File: src/hw/sadc_regs.vh
`ifndef SADC_REGS_VH
`define SADC_REGS_VH

// Register byte offsets.
`define SADC_MODE_OFF 4'h0
`define SADC_CHAN_OFF 4'h4
`define SADC_RESULT_OFF 4'h8
`define SADC_FLAG_OFF 4'hC

// Mode and channel register fields.
`define SADC_MODE_EN_BIT 7
`define SADC_MODE_TRG_BIT 6
`define SADC_MODE_EDGE_HI 2
`define SADC_MODE_EDGE_LO 1
`define SADC_MODE_MASK 8'hC6
`define SADC_CHAN_MASK 8'h03

// Edge selections for the external trigger.
`define SADC_EDGE_RISE 2'h0
`define SADC_EDGE_FALL 2'h1
`define SADC_EDGE_BOTH 2'h2

// Conversion period in clock cycles, and the divisor that sets its sampling share.
`define SADC_CONV_CYCLES 144
`define SADC_SAMPLE_DIV 10

// AXI response codes.
`define SADC_RESP_OKAY 2'h0
`define SADC_RESP_SLVERR 2'h2

`endif

File: src/hw/sadc_sar.v
`include "sadc_regs.vh"

module sadc_sar #(
    parameter CONV_CYCLES = `SADC_CONV_CYCLES,
    parameter CNT_W = 8
) (
    // Clock and reset.
    input wire aclk,
    input wire aresetn,
    // Control.
    input wire start,
    input wire abort,
    // Analog front end.
    input wire comp_in,
    output reg sample_en,
    output reg [9:0] dac_code,
    // Result.
    output reg busy,
    output reg done,
    output reg [9:0] code
);

    // -------------------------------------------------------------
    // Sampling and successive approximation
    // -------------------------------------------------------------
    localparam [CNT_W-1:0] SAMPLE_CYC =
        CONV_CYCLES / `SADC_SAMPLE_DIV;
    localparam [CNT_W-1:0] LAST_CYC = CONV_CYCLES - 1;
    // One spare cycle lets the last bit decision land before the code
    // is latched; without it bit 0 is lost when the period divides evenly.
    localparam [CNT_W-1:0] BIT_CYC =
        (CONV_CYCLES - SAMPLE_CYC - 1) / 10;

    reg [CNT_W-1:0] cnt_r;
    reg [CNT_W-1:0] bit_cnt_r;
    reg [3:0] bit_idx_r;
    reg [9:0] sar_r;

    always @(posedge aclk) begin
        done <= 1'b0;
        if (!aresetn || abort) begin
            busy <= 1'b0;
            sample_en <= 1'b0;
            cnt_r <= {CNT_W{1'b0}};
            bit_cnt_r <= {CNT_W{1'b0}};
            bit_idx_r <= 4'h9;
            sar_r <= 10'h000;
            dac_code <= 10'h000;
            if (!aresetn) begin
                code <= 10'h000;
            end
        end else if (start) begin
            // The period begins with sampling and includes it.
            busy <= 1'b1;
            sample_en <= 1'b1;
            cnt_r <= {CNT_W{1'b0}};
            bit_cnt_r <= {CNT_W{1'b0}};
            bit_idx_r <= 4'h9;
            sar_r <= 10'h000;
            dac_code <= 10'h200;
        end else if (busy) begin
            cnt_r <= cnt_r + 1'b1;
            if (cnt_r == SAMPLE_CYC - 1'b1) begin
                sample_en <= 1'b0;
            end
            if (!sample_en && bit_idx_r != 4'hF) begin
                if (bit_cnt_r == BIT_CYC - 1'b1) begin
                    // Keep the trial bit when input is at or above tap.
                    bit_cnt_r <= {CNT_W{1'b0}};
                    sar_r <= comp_in ? dac_code : sar_r;
                    if (bit_idx_r != 4'h0) begin
                        dac_code <= (comp_in ? dac_code : sar_r) |
                            (10'h001 << (bit_idx_r - 1'b1));
                    end
                    bit_idx_r <= bit_idx_r - 1'b1;
                end else begin
                    bit_cnt_r <= bit_cnt_r + 1'b1;
                end
            end
            if (cnt_r == LAST_CYC) begin
                busy <= 1'b0;
                done <= 1'b1;
                code <= sar_r;
            end
        end
    end

endmodule

File: src/hw/sadc_ctrl.v
// Overview of operation
// - A CPU result read in the store cycle completes first; store follows.
// - Trigger edges during a conversion, including the store cycle, are ignored.
// - Mode or channel write at completion wins; no store, no interrupt.
// - Channel writes never clear the conversion-end flag.
// - Old-channel result and flag may be set just before a channel change.
// - Standby halts all conversion activity.
// - Results are 10-bit codes, full scale divided into 1024 steps.
// - Sampling switch closes for about one tenth of each conversion.
// - Conversion period runs from sampling start until the code is ready.
// - Mode or channel writes may corrupt the result; read it first.
// - Completion coinciding with stop may leave the result undefined.
// - Each of four analog pins is shared with a digital port pin.
// - Enabled software mode converts repeatedly, storing and interrupting.
// - Enabled trigger mode converts once per valid external edge.
// - Writing enable 1 restarts conversion; writing 0 stops at once.
// - Channel rewrite aborts; software mode restarts, trigger mode waits.
//
// Decided for this implementation: the register offsets and register access over AXI4-Lite.
`include "sadc_regs.vh"

module sadc_ctrl #(
    parameter CONV_CYCLES = `SADC_CONV_CYCLES
) (
    // Clock and reset.
    input wire aclk,
    input wire aresetn,
    // AXI4-Lite write address and data.
    input wire [3:0] s_axi_awaddr,
    input wire s_axi_awvalid,
    output reg s_axi_awready,
    input wire [31:0] s_axi_wdata,
    input wire [3:0] s_axi_wstrb,
    input wire s_axi_wvalid,
    output reg s_axi_wready,
    // AXI4-Lite write response.
    output reg [1:0] s_axi_bresp,
    output reg s_axi_bvalid,
    input wire s_axi_bready,
    // AXI4-Lite read.
    input wire [3:0] s_axi_araddr,
    input wire s_axi_arvalid,
    output reg s_axi_arready,
    output reg [31:0] s_axi_rdata,
    output reg [1:0] s_axi_rresp,
    output reg s_axi_rvalid,
    input wire s_axi_rready,
    // Chip state and trigger.
    input wire standby,
    input wire external_trigger_input,
    // Shared pins and analog front end.
    input wire [3:0] shared_port_pin,
    input wire comp_in,
    output reg [3:0] port_in_r,
    output reg [3:0] analog_input_pin_sel_r,
    output reg sample_en_r,
    output reg [9:0] dac_code_r,
    // Interrupt request pulse.
    output reg conversion_end_irq
);

    // -------------------------------------------------------------
    // Register state
    // -------------------------------------------------------------
    reg [7:0] converter_mode_reg;
    reg [1:0] channel_select_reg;
    reg [9:0] conversion_result_reg;
    reg conversion_end_flag;
    reg [9:0] pend_code_r;
    reg pend_r;
    reg trg_s1_r;
    reg trg_s2_r;
    reg trg_d_r;
    reg [3:0] pin_s1_r;
    reg [3:0] pin_s2_r;
    reg [3:0] aw_addr_r;
    reg aw_have_r;
    reg [31:0] w_data_r;
    reg [3:0] w_strb_r;
    reg w_have_r;

    wire en = converter_mode_reg[`SADC_MODE_EN_BIT];
    wire trg_mode = converter_mode_reg[`SADC_MODE_TRG_BIT];
    wire [1:0] edge_sel =
        converter_mode_reg[`SADC_MODE_EDGE_HI:`SADC_MODE_EDGE_LO];

    // -------------------------------------------------------------
    // Bus decode
    // -------------------------------------------------------------
    function is_mapped;
        input [3:0] a;
        begin
            is_mapped = (a == `SADC_MODE_OFF) || (a == `SADC_CHAN_OFF) ||
                (a == `SADC_RESULT_OFF) || (a == `SADC_FLAG_OFF);
        end
    endfunction

    // A write fires once both address and data are held.
    wire wr_go = aw_have_r && w_have_r && !s_axi_bvalid;
    wire wr_lane0 = wr_go && w_strb_r[0];
    wire wr_mode = wr_lane0 && aw_addr_r == `SADC_MODE_OFF;
    wire wr_chan = wr_lane0 && aw_addr_r == `SADC_CHAN_OFF;
    wire wr_flag = wr_lane0 && aw_addr_r == `SADC_FLAG_OFF;
    wire rd_go = s_axi_arvalid && s_axi_arready;
    wire rd_result = rd_go && s_axi_araddr == `SADC_RESULT_OFF;

    // -------------------------------------------------------------
    // Conversion control
    // -------------------------------------------------------------
    wire busy;
    wire done;
    wire [9:0] code;
    wire sample_en;
    wire [9:0] dac_code;
    wire [7:0] mode_new = w_data_r[7:0] & `SADC_MODE_MASK;
    wire new_en = wr_mode ? mode_new[`SADC_MODE_EN_BIT] : en;
    wire new_trg = wr_mode ? mode_new[`SADC_MODE_TRG_BIT] : trg_mode;
    wire active = new_en && !standby;
    wire [1:0] new_edge = wr_mode ?
        mode_new[`SADC_MODE_EDGE_HI:`SADC_MODE_EDGE_LO] : edge_sel;

    wire trg_rise = trg_s2_r && !trg_d_r;
    wire trg_fall = !trg_s2_r && trg_d_r;
    wire trg_edge = (edge_sel == `SADC_EDGE_RISE) ? trg_rise :
        (edge_sel == `SADC_EDGE_FALL) ? trg_fall :
        (edge_sel == `SADC_EDGE_BOTH) ? (trg_rise | trg_fall) : 1'b0;

    // Edges count only when idle; busy is already low in the done cycle.
    wire trg_ok = trg_edge && !busy && !done && new_edge == edge_sel;
    wire reg_wr = wr_mode || wr_chan;
    wire abort = reg_wr || !active;
    wire sw_start = active && !new_trg &&
        (reg_wr || done || !busy);
    wire hw_start = active && new_trg && !reg_wr && trg_ok;
    wire start = sw_start || hw_start;
    // A mode or channel write in the done cycle drops the result.
    wire store_ok = done && !reg_wr;

    sadc_sar #(
        .CONV_CYCLES(CONV_CYCLES),
        .CNT_W(8)
    ) u_sar (
        .aclk(aclk),
        .aresetn(aresetn),
        .start(start),
        .abort(abort && !start),
        .comp_in(comp_in),
        .sample_en(sample_en),
        .dac_code(dac_code),
        .busy(busy),
        .done(done),
        .code(code)
    );

    // -------------------------------------------------------------
    // Registers, result store and flag
    // -------------------------------------------------------------
    always @(posedge aclk) begin
        if (!aresetn) begin
            converter_mode_reg <= 8'h00;
            channel_select_reg <= 2'h0;
            conversion_result_reg <= 10'h000;
            conversion_end_flag <= 1'b0;
            conversion_end_irq <= 1'b0;
            pend_code_r <= 10'h000;
            pend_r <= 1'b0;
        end else begin
            conversion_end_irq <= 1'b0;
            if (wr_mode) begin
                converter_mode_reg <= mode_new;
            end
            if (wr_chan) begin
                channel_select_reg <= w_data_r[1:0];
            end
            if (wr_flag && !w_data_r[0]) begin
                conversion_end_flag <= 1'b0;
            end
            if (store_ok && rd_result) begin
                // Read has priority; the store waits one cycle.
                pend_code_r <= code;
                pend_r <= 1'b1;
            end else if (store_ok || pend_r) begin
                conversion_result_reg <= pend_r ? pend_code_r : code;
                pend_r <= 1'b0;
                // Setting wins over a same-cycle clear.
                conversion_end_flag <= 1'b1;
                conversion_end_irq <= 1'b1;
            end
        end
    end

    // -------------------------------------------------------------
    // Pins: synchronisers and channel routing
    // -------------------------------------------------------------
    always @(posedge aclk) begin
        if (!aresetn) begin
            trg_s1_r <= 1'b0;
            trg_s2_r <= 1'b0;
            trg_d_r <= 1'b0;
            pin_s1_r <= 4'h0;
            pin_s2_r <= 4'h0;
            port_in_r <= 4'h0;
            analog_input_pin_sel_r <= 4'h0;
            sample_en_r <= 1'b0;
            dac_code_r <= 10'h000;
        end else begin
            trg_s1_r <= external_trigger_input;
            trg_s2_r <= trg_s1_r;
            trg_d_r <= trg_s2_r;
            pin_s1_r <= shared_port_pin;
            pin_s2_r <= pin_s1_r;
            port_in_r <= pin_s2_r;
            analog_input_pin_sel_r <= busy ?
                (4'h1 << channel_select_reg) : 4'h0;
            sample_en_r <= sample_en;
            dac_code_r <= dac_code;
        end
    end

    // -------------------------------------------------------------
    // AXI4-Lite slave
    // -------------------------------------------------------------
    always @(posedge aclk) begin
        if (!aresetn) begin
            s_axi_awready <= 1'b0;
            s_axi_wready <= 1'b0;
            s_axi_bvalid <= 1'b0;
            s_axi_bresp <= `SADC_RESP_OKAY;
            s_axi_arready <= 1'b0;
            s_axi_rvalid <= 1'b0;
            s_axi_rdata <= 32'h0000_0000;
            s_axi_rresp <= `SADC_RESP_OKAY;
            aw_addr_r <= 4'h0;
            aw_have_r <= 1'b0;
            w_data_r <= 32'h0000_0000;
            w_strb_r <= 4'h0;
            w_have_r <= 1'b0;
        end else begin
            s_axi_awready <= !aw_have_r && !s_axi_awready;
            s_axi_wready <= !w_have_r && !s_axi_wready;
            if (s_axi_awvalid && s_axi_awready) begin
                aw_addr_r <= s_axi_awaddr;
                aw_have_r <= 1'b1;
                s_axi_awready <= 1'b0;
            end
            if (s_axi_wvalid && s_axi_wready) begin
                w_data_r <= s_axi_wdata;
                w_strb_r <= s_axi_wstrb;
                w_have_r <= 1'b1;
                s_axi_wready <= 1'b0;
            end
            if (wr_go) begin
                s_axi_bvalid <= 1'b1;
                s_axi_bresp <= is_mapped(aw_addr_r) ?
                    `SADC_RESP_OKAY : `SADC_RESP_SLVERR;
            end
            if (s_axi_bvalid && s_axi_bready) begin
                s_axi_bvalid <= 1'b0;
                aw_have_r <= 1'b0;
                w_have_r <= 1'b0;
            end
            s_axi_arready <= !s_axi_rvalid && !s_axi_arready &&
                s_axi_arvalid;
            if (rd_go) begin
                s_axi_rvalid <= 1'b1;
                s_axi_rresp <= is_mapped(s_axi_araddr) ?
                    `SADC_RESP_OKAY : `SADC_RESP_SLVERR;
                case (s_axi_araddr)
                    `SADC_MODE_OFF: begin
                        s_axi_rdata <= {24'h00_0000, converter_mode_reg};
                    end
                    `SADC_CHAN_OFF: begin
                        s_axi_rdata <= {30'h0000_0000, channel_select_reg};
                    end
                    `SADC_RESULT_OFF: begin
                        s_axi_rdata <= {22'h00_0000, conversion_result_reg};
                    end
                    `SADC_FLAG_OFF: begin
                        s_axi_rdata <= {31'h0000_0000, conversion_end_flag};
                    end
                    default: begin
                        s_axi_rdata <= 32'h0000_0000;
                    end
                endcase
            end
            if (s_axi_rvalid && s_axi_rready) begin
                s_axi_rvalid <= 1'b0;
            end
        end
    end

endmodule

File: config.mk
export PLATFORM = sky130hd
export DESIGN_NAME = sadc_ctrl
export DESIGN_NICKNAME = d
export VERILOG_FILES = /design/src/hw/sadc_sar.v /design/src/hw/sadc_ctrl.v
export VERILOG_INCLUDE_DIRS = /design/src /design/src/hw
export SDC_FILE = /design/constraint.sdc
export NUM_CORES = 1
export LEC_CHECK = 0
export BUFFER_PORTS_ARGS = -buffer_cell sky130_fd_sc_hd__buf_2
export CORE_MARGIN = 3
export CORE_UTILIZATION = 55
export DETAILED_ROUTE_END_ITERATION = 10
export HOLD_SLACK_MARGIN = 0.08
export PLACE_DENSITY = 0.86
export RECOVER_POWER = 100
export SYNTH_ARGS = -nofsm -noshare
export SYNTH_HDL_FRONTEND = slang
export SYNTH_SLANG_ARGS = --single-unit
export TNS_END_PERCENT = 10
File: constraint.sdc
create_clock -name aclk -period 2.75 [get_ports aclk]
set_input_delay 0.4125 -clock aclk [delete_from_list [all_inputs] [get_ports aclk]]
set_output_delay 0.4125 -clock aclk [all_outputs]
set_load 0.02 [all_outputs]
; ---- Yosys cells after proc, flatten, opt, wreduce, memory -nomap -nowiden
; Index checks and enable logic that the tools add are counted.
[classes]
n_addsub = 3
bitwise = 5
shifts = 2
reduce_logical = 91
mux = 35
n_eq_ne = 15
[ops]
columns = op, count
row1 = $mux W10, 12
row2 = $pmux W10 S4, 1
row3 = $logic_and A1 B1 Y1, 32
row4 = $logic_not A1 Y1, 19
row5 = $mux W1, 18
row6 = $add A8 B1 Y8 const B, 2
row7 = $eq A4 B4 Y1 const B, 4
row8 = $eq A8 B4 Y1 const B, 2
row9 = $reduce_bool A2 Y1, 8
row10 = $logic_or A1 B1 Y1, 13
row11 = $reduce_and A4 Y1, 3
row12 = $reduce_or A2 Y1, 6
row13 = $or A10 B10 Y10, 1
row14 = $shl A1 B4 Y10 const A, 1
row15 = $eq A4 B3 Y1 const B, 2
row16 = $eq A8 B8 Y1 const B, 1
row17 = $logic_not A4 Y1, 2
row18 = $mux W8, 1
row19 = $reduce_and A2 Y1, 4
row20 = $mux W2, 3
row21 = $ne A4 B4 Y1 const B, 1
row22 = $reduce_bool A4 Y1, 1
row23 = $shl A1 B2 Y4 const A, 1
row24 = $sub A4 B1 Y4 const B, 1
row25 = 10 further kinds, 12
[totals]
reg_bits = 168
word_cells = 190
out_inout_bits = 61
in_bits = 58

; ---- Depth between registers and ports, before layout
[logic_depth]
depth_word = 16
depth_mapped = 9
depth_no_buf = 7

; ---- Cells and area by module
; From an unflattened synthesis, not the netlist that was laid out.
[unflattened]
cells_unflattened = 622
area_unflattened_um2 = 6005.8
[by_module_without_submodules]
columns = module, area_per_inst_um2, cells_per_inst, n_inst, seq_area_each_um2
row1 = sadc_ctrl, 3477.1, 360, 1, 1761.7
row2 = sadc_sar, 2528.7, 262, 1, 1161.1

; ---- Least setup slack after synthesis
; No wires, ideal clock.
[synth_path]
kind = flip-flop to flip-flop
startpoint = register s_axi_bvalid
endpoint = register u_sar.dac_code[4]
path_slack_ns = 0.648
setup_time_ns = 0.092
period_less_slack_ns = 2.102
stages_incl_launch_ff = 7
required_time_ns = 2.658
path_buffers = 1
t_arrival_ns = 2.010
path_cell_list = dfxtp_1 -> nand3b_1 -> or3_4 -> a32o_1 -> a211o_1 -> buf_6 -> nor4_1
[synth_via]
elab_chain_cells = 14
word_cells_on_any_way = 28
classes_between = 1 x eq/ne / 3 x mux / 24 x reduce/logical
[synth_rtl]
columns = element, line
row1 = start: declaration, sadc_ctrl.v:38  ; output reg s_axi_bvalid,
row2 = start signal: assignment, sadc_ctrl.v:227  ; s_axi_bvalid <= 1'b0;
row3 = start signal: assignment, sadc_ctrl.v:253  ; s_axi_bvalid <= 1'b1;
row4 = start signal: assignment, sadc_ctrl.v:258  ; s_axi_bvalid <= 1'b0;
row5 = $logic_not A1 Y1 *, sadc_ctrl.v:99  ; wire wr_go = aw_have_r && w_have_r && !s_axi_bvalid;
row6 = $logic_and A1 B1 Y1 *, sadc_ctrl.v:99
row7 = $logic_and A1 B1 Y1 *, sadc_ctrl.v:100  ; wire wr_lane0 = wr_go && w_strb_r[0];
row8 = $logic_and A1 B1 Y1 (no source line), -
row9 = $mux W1, sadc_ctrl.v:116  ; wire new_en = wr_mode ? mode_new[`SADC_MODE_EN_BIT] : en;
row10 = $logic_and A1 B1 Y1, sadc_ctrl.v:118  ; wire active = new_en && !standby;
row11 = $logic_and A1 B1 Y1 (3 in a row), sadc_ctrl.v:134  ; wire hw_start = active && new_trg && !reg_wr && trg_ok;
row12 = $logic_or A1 B1 Y1, sadc_ctrl.v:135  ; wire start = sw_start || hw_start;
row13 = $logic_not A1 Y1, sadc_ctrl.v:146  ; .abort(abort && !start),
row14 = $logic_and A1 B1 Y1, sadc_ctrl.v:146
row15 = $logic_or A1 B1 Y1, sadc_sar.v:41  ; if (!aresetn || abort) begin
row16 = $reduce_or A2 Y1 (no source line) *, -
row17 = end signal: assignment, sadc_sar.v:72  ; dac_code <= (comp_in ? dac_code : sar_r) |
row18 = end: declaration, sadc_sar.v:16  ; output reg [9:0] dac_code,
; Every way passes the cells marked *; elsewhere a longest branch is shown, timed or not.
; A chain may end at the register's enable or synchronous reset.

; ---- Worst setup path in the final report
[layout_path]
startpoint = register aw_addr_r[0]
endpoint = register u_sar.dac_code[5]
[layout_via]
elab_chain_cells = 12
word_cells_on_any_way = 27
classes_between = 2 x eq/ne / 3 x mux / 22 x reduce/logical
[layout_rtl]
columns = element, line
row1 = start: declaration, sadc_ctrl.v:76  ; reg [3:0] aw_addr_r;
row2 = start signal: assignment, sadc_ctrl.v:242  ; aw_addr_r <= s_axi_awaddr;
row3 = $logic_not A4 Y1 (no source line), -
row4 = $logic_and A1 B1 Y1 (no source line), -
row5 = $mux W1, sadc_ctrl.v:116
row6 = $logic_and A1 B1 Y1, sadc_ctrl.v:118
row7 = $logic_and A1 B1 Y1 (3 in a row), sadc_ctrl.v:134
row8 = $logic_or A1 B1 Y1, sadc_ctrl.v:135
row9 = $logic_not A1 Y1, sadc_ctrl.v:146
row10 = $logic_and A1 B1 Y1, sadc_ctrl.v:146
row11 = $logic_or A1 B1 Y1, sadc_sar.v:41
row12 = $reduce_or A2 Y1 (no source line) *, -
; Marked as above.

==> results by group <==
Outcome
  • Status: finished with violations
  • Violated checks: design-rule violations

Clock network
  • Post-CTS Hold Fix Bufs: 0
  • Clock Latency Late Sink: 0.52 ns
  • Root buf cell: clkbuf_8
  • Cts repair resizes: 0
  • Clock sinks: 141
  • CTS tree: done
  • Worst-path clk slew: 0.06 ns
  • H-Tree Depth: 4
  • CTS buffer count: 17
  • # Post-CTS Setup Buffers: 0
  • Maximum clock path buffer count: 2

Layout
  • Layout Cells excl Fill: 833
  • Area Overhead vs Synth: 14.54%
  • Final nets: 753
  • Fin util: 0.6482
  • Filler Cells Inserted: 827
  • Layout cells sized above 1: 0.1019
  • Commonest non-fill, non-tap cells in the layout: 131 x dfxtp_1, 66 x nor2_1, 47 x nand2_1
  • Commonest non-fill, non-tap cell in the layout: dfxtp_1
  • Antenna Diode Count: 0

Drt
  • Starting DRT DRC Count: 290
  • Via count: 4,674
  • Routed WL per cell: 14.64 um
  • Detail Route Antenna Nets: 0
  • Routed WL: 12,190 um
  • Via density per instance: 5.611
  • Post-route DRC: 1
  • Drt first pass iters: 8

Setup path
  • Max stage delay on crit path: 0.44 ns
  • Critical Path Start Type: register
  • CP Launch Point: aw_addr_r[0]
  • Worst Path Max Fanout: 39
  • CP Cell Sequence: or3b_4, or3_1, a32o_1, a211o_1, buf_4, nor4_1
  • CP top delay family: simple AND/OR/NAND/NOR gates
  • Kind of critical path: reg -> reg
  • Worst Path Arrival: 2.87 ns
  • CP bufs+invs: 1
  • Worst path required time: 3.16 ns
  • Critical path endpoint category: register
  • FF-to-FF setup slack: 0.29 ns
  • Reg2reg start: aw_addr_r[0]
  • CP max-delay cell: or3b_4

Floorplan
  • Starting Density: 0.5659
  • Io pins: 119
  • Row count: 37
  • Die height: 109.3 um
  • Die W: 109.3 um
  • Area of the die: 11,940 um2
  • Core Box Area: 10,370 um2

Logic synthesis
  • Top post-synthesis cells by area: dfxtp_1 45%, edfxtp_1 5.1%, mux2i_1 4.8%, nor2_1 4.2%, and2_1 4.2%
  • Post-synthesis sequential area ratio: 0.4981
  • Post-synth EDFFs: 10
  • Yosys cell types: 58
  • Post-Syn Area: 5868 um2
  • Primary FF master, synth: dfxtp_1
  • Share of the synthesized area in the top cell type: 0.4469
  • Post-synth top area cell: dfxtp_1
  • Synth Instances: 624
  • Syn avg cell area: 9.404 um2
  • Async set-or-reset flop fraction in the synthesized netlist: 0
  • FF+latch count, synth: 141
  • Synth warnings: 0

Power
  • Leak: 0.002410 uW
  • Maximum vdd drop: 325.4 uV
  • Power Total: 4429 uW
  • P per Cell Area: 658.9 nW/um2

GRT
  • Initial antenna violation count: 0
  • Total global-route track usage: 0.2107
  • First-pass GRT wire length: 19,800 um
  • Overflow after GRT: 0
  • Vias in the first global route: 4,331
  • Largest net degree at the start of global routing: 40

Timing
  • Final min period: 2.457 ns
  • Final worst-path cycle share: 0.8934
  • Final setup fails: 0
  • Slew HR: 0.1474
  • Final slew viol count: 0
  • Hold Vio Cnt, Final: 0
  • Setup_tns: 0 ns
  • Fmax: 407.0 MHz
  • Slew @ Worst Pin: 1.279 ns
  • Setup Skew: 0.007540 ns
  • RSZ-0062 raised after global routing: false
  • Final worst hold slack: 0.09826 ns

Run
  • Max Cap Viol: 0

Placed design
  • PortBufs: 64
  • Dpl hpwl: 8413 um
  • RePlAce Congestion: 0.8513
  • Placed cells: 801

Hold path
  • HP Class: in -> reg
  • Hold_sp: shared_port_pin[3]
through the flow:
step	instance area (um2)	setup WS, ns
after CTS	6784	0.3101
final	6721	0.2932
after global routing	6721	0.1216
after global placement	6217	0.4879
after floorplan	5954	0.6479
after detailed placement	6217	0.3433
worst register-to-register path: cells and delay by family, from the launching register on:
kind / cells / cell delay (ns)
flip-flops: 1 / 0.34
buffers and inverters: 1 / 0.25
AO/OA/AOI/OAI: 2 / 0.57
AND/OR/NAND/NOR: 3 / 1.19
synth_stat cells, types with 10 or more instances:
cell      instances
clkbuf_1         27
mux2i_1          28
a211oi_1         22
nand2_1          47
buf_4            24
edfxtp_1         10
and2_1           39
dfxtp_1         131
ha_1             11
nor3_1           17
a21oi_1          36
inv_1            11
nand3_1          28
nor2_1           66
metal layers:
layer / part of all wire / vias up / track usage
met1: 0.40 / 2226 / 0.2250
met3: 0.055 / 25 / 0.05989
met2: 0.52 / 154 / 0.3890
li1: - / 2269 / -
met5: 0 / - / 0
met4: 0.020 / 0 / 0.08549
layout make-up:
cell class                      instances  area (um2)  share of cell area
Clock buffer                           21       449.2             0.06683
Clock inverter                         11       117.6             0.01750
Inverter                               12       45.04            0.006701
Multi-Input combinational cell        436        2664              0.3963
Sequential cell                       141        2923              0.4348
Tap cell                              136       170.2             0.02532
Timing Repair Buffer                   76       352.8             0.05249
where the power goes:
group	internal (uW)	leakage (uW)	total, uW	switching [uW]
Combinational	43.5	0.000990	149	105
Clock	1330	0.000266	2160	828
Sequential	2100	0.00115	2120	25.8
path summary, 6_finish.rpt:
path,endpoint,cells after the start
min reg2reg,pin_s2_r[2],1
min,pin_s1_r[3],2
max,u_sar.dac_code[5],6
max reg2reg,u_sar.dac_code[5],6
cells by family (layout without fill, tap and decap cells):
kind of cell,after synthesis,in the layout,synth area share
and+or+nand+nor,258,258,0.2299
buffers and inverters,70,120,0.06183
adders and majority gates,11,11,0.02345
xor gates and xnor gates,15,15,0.02239
other,1,24,0.0006390
AOI/OAI and AO/OA,98,98,0.1122
muxes,30,30,0.05160
DFF,141,141,0.4981
(Power assumes the default switching activity.)
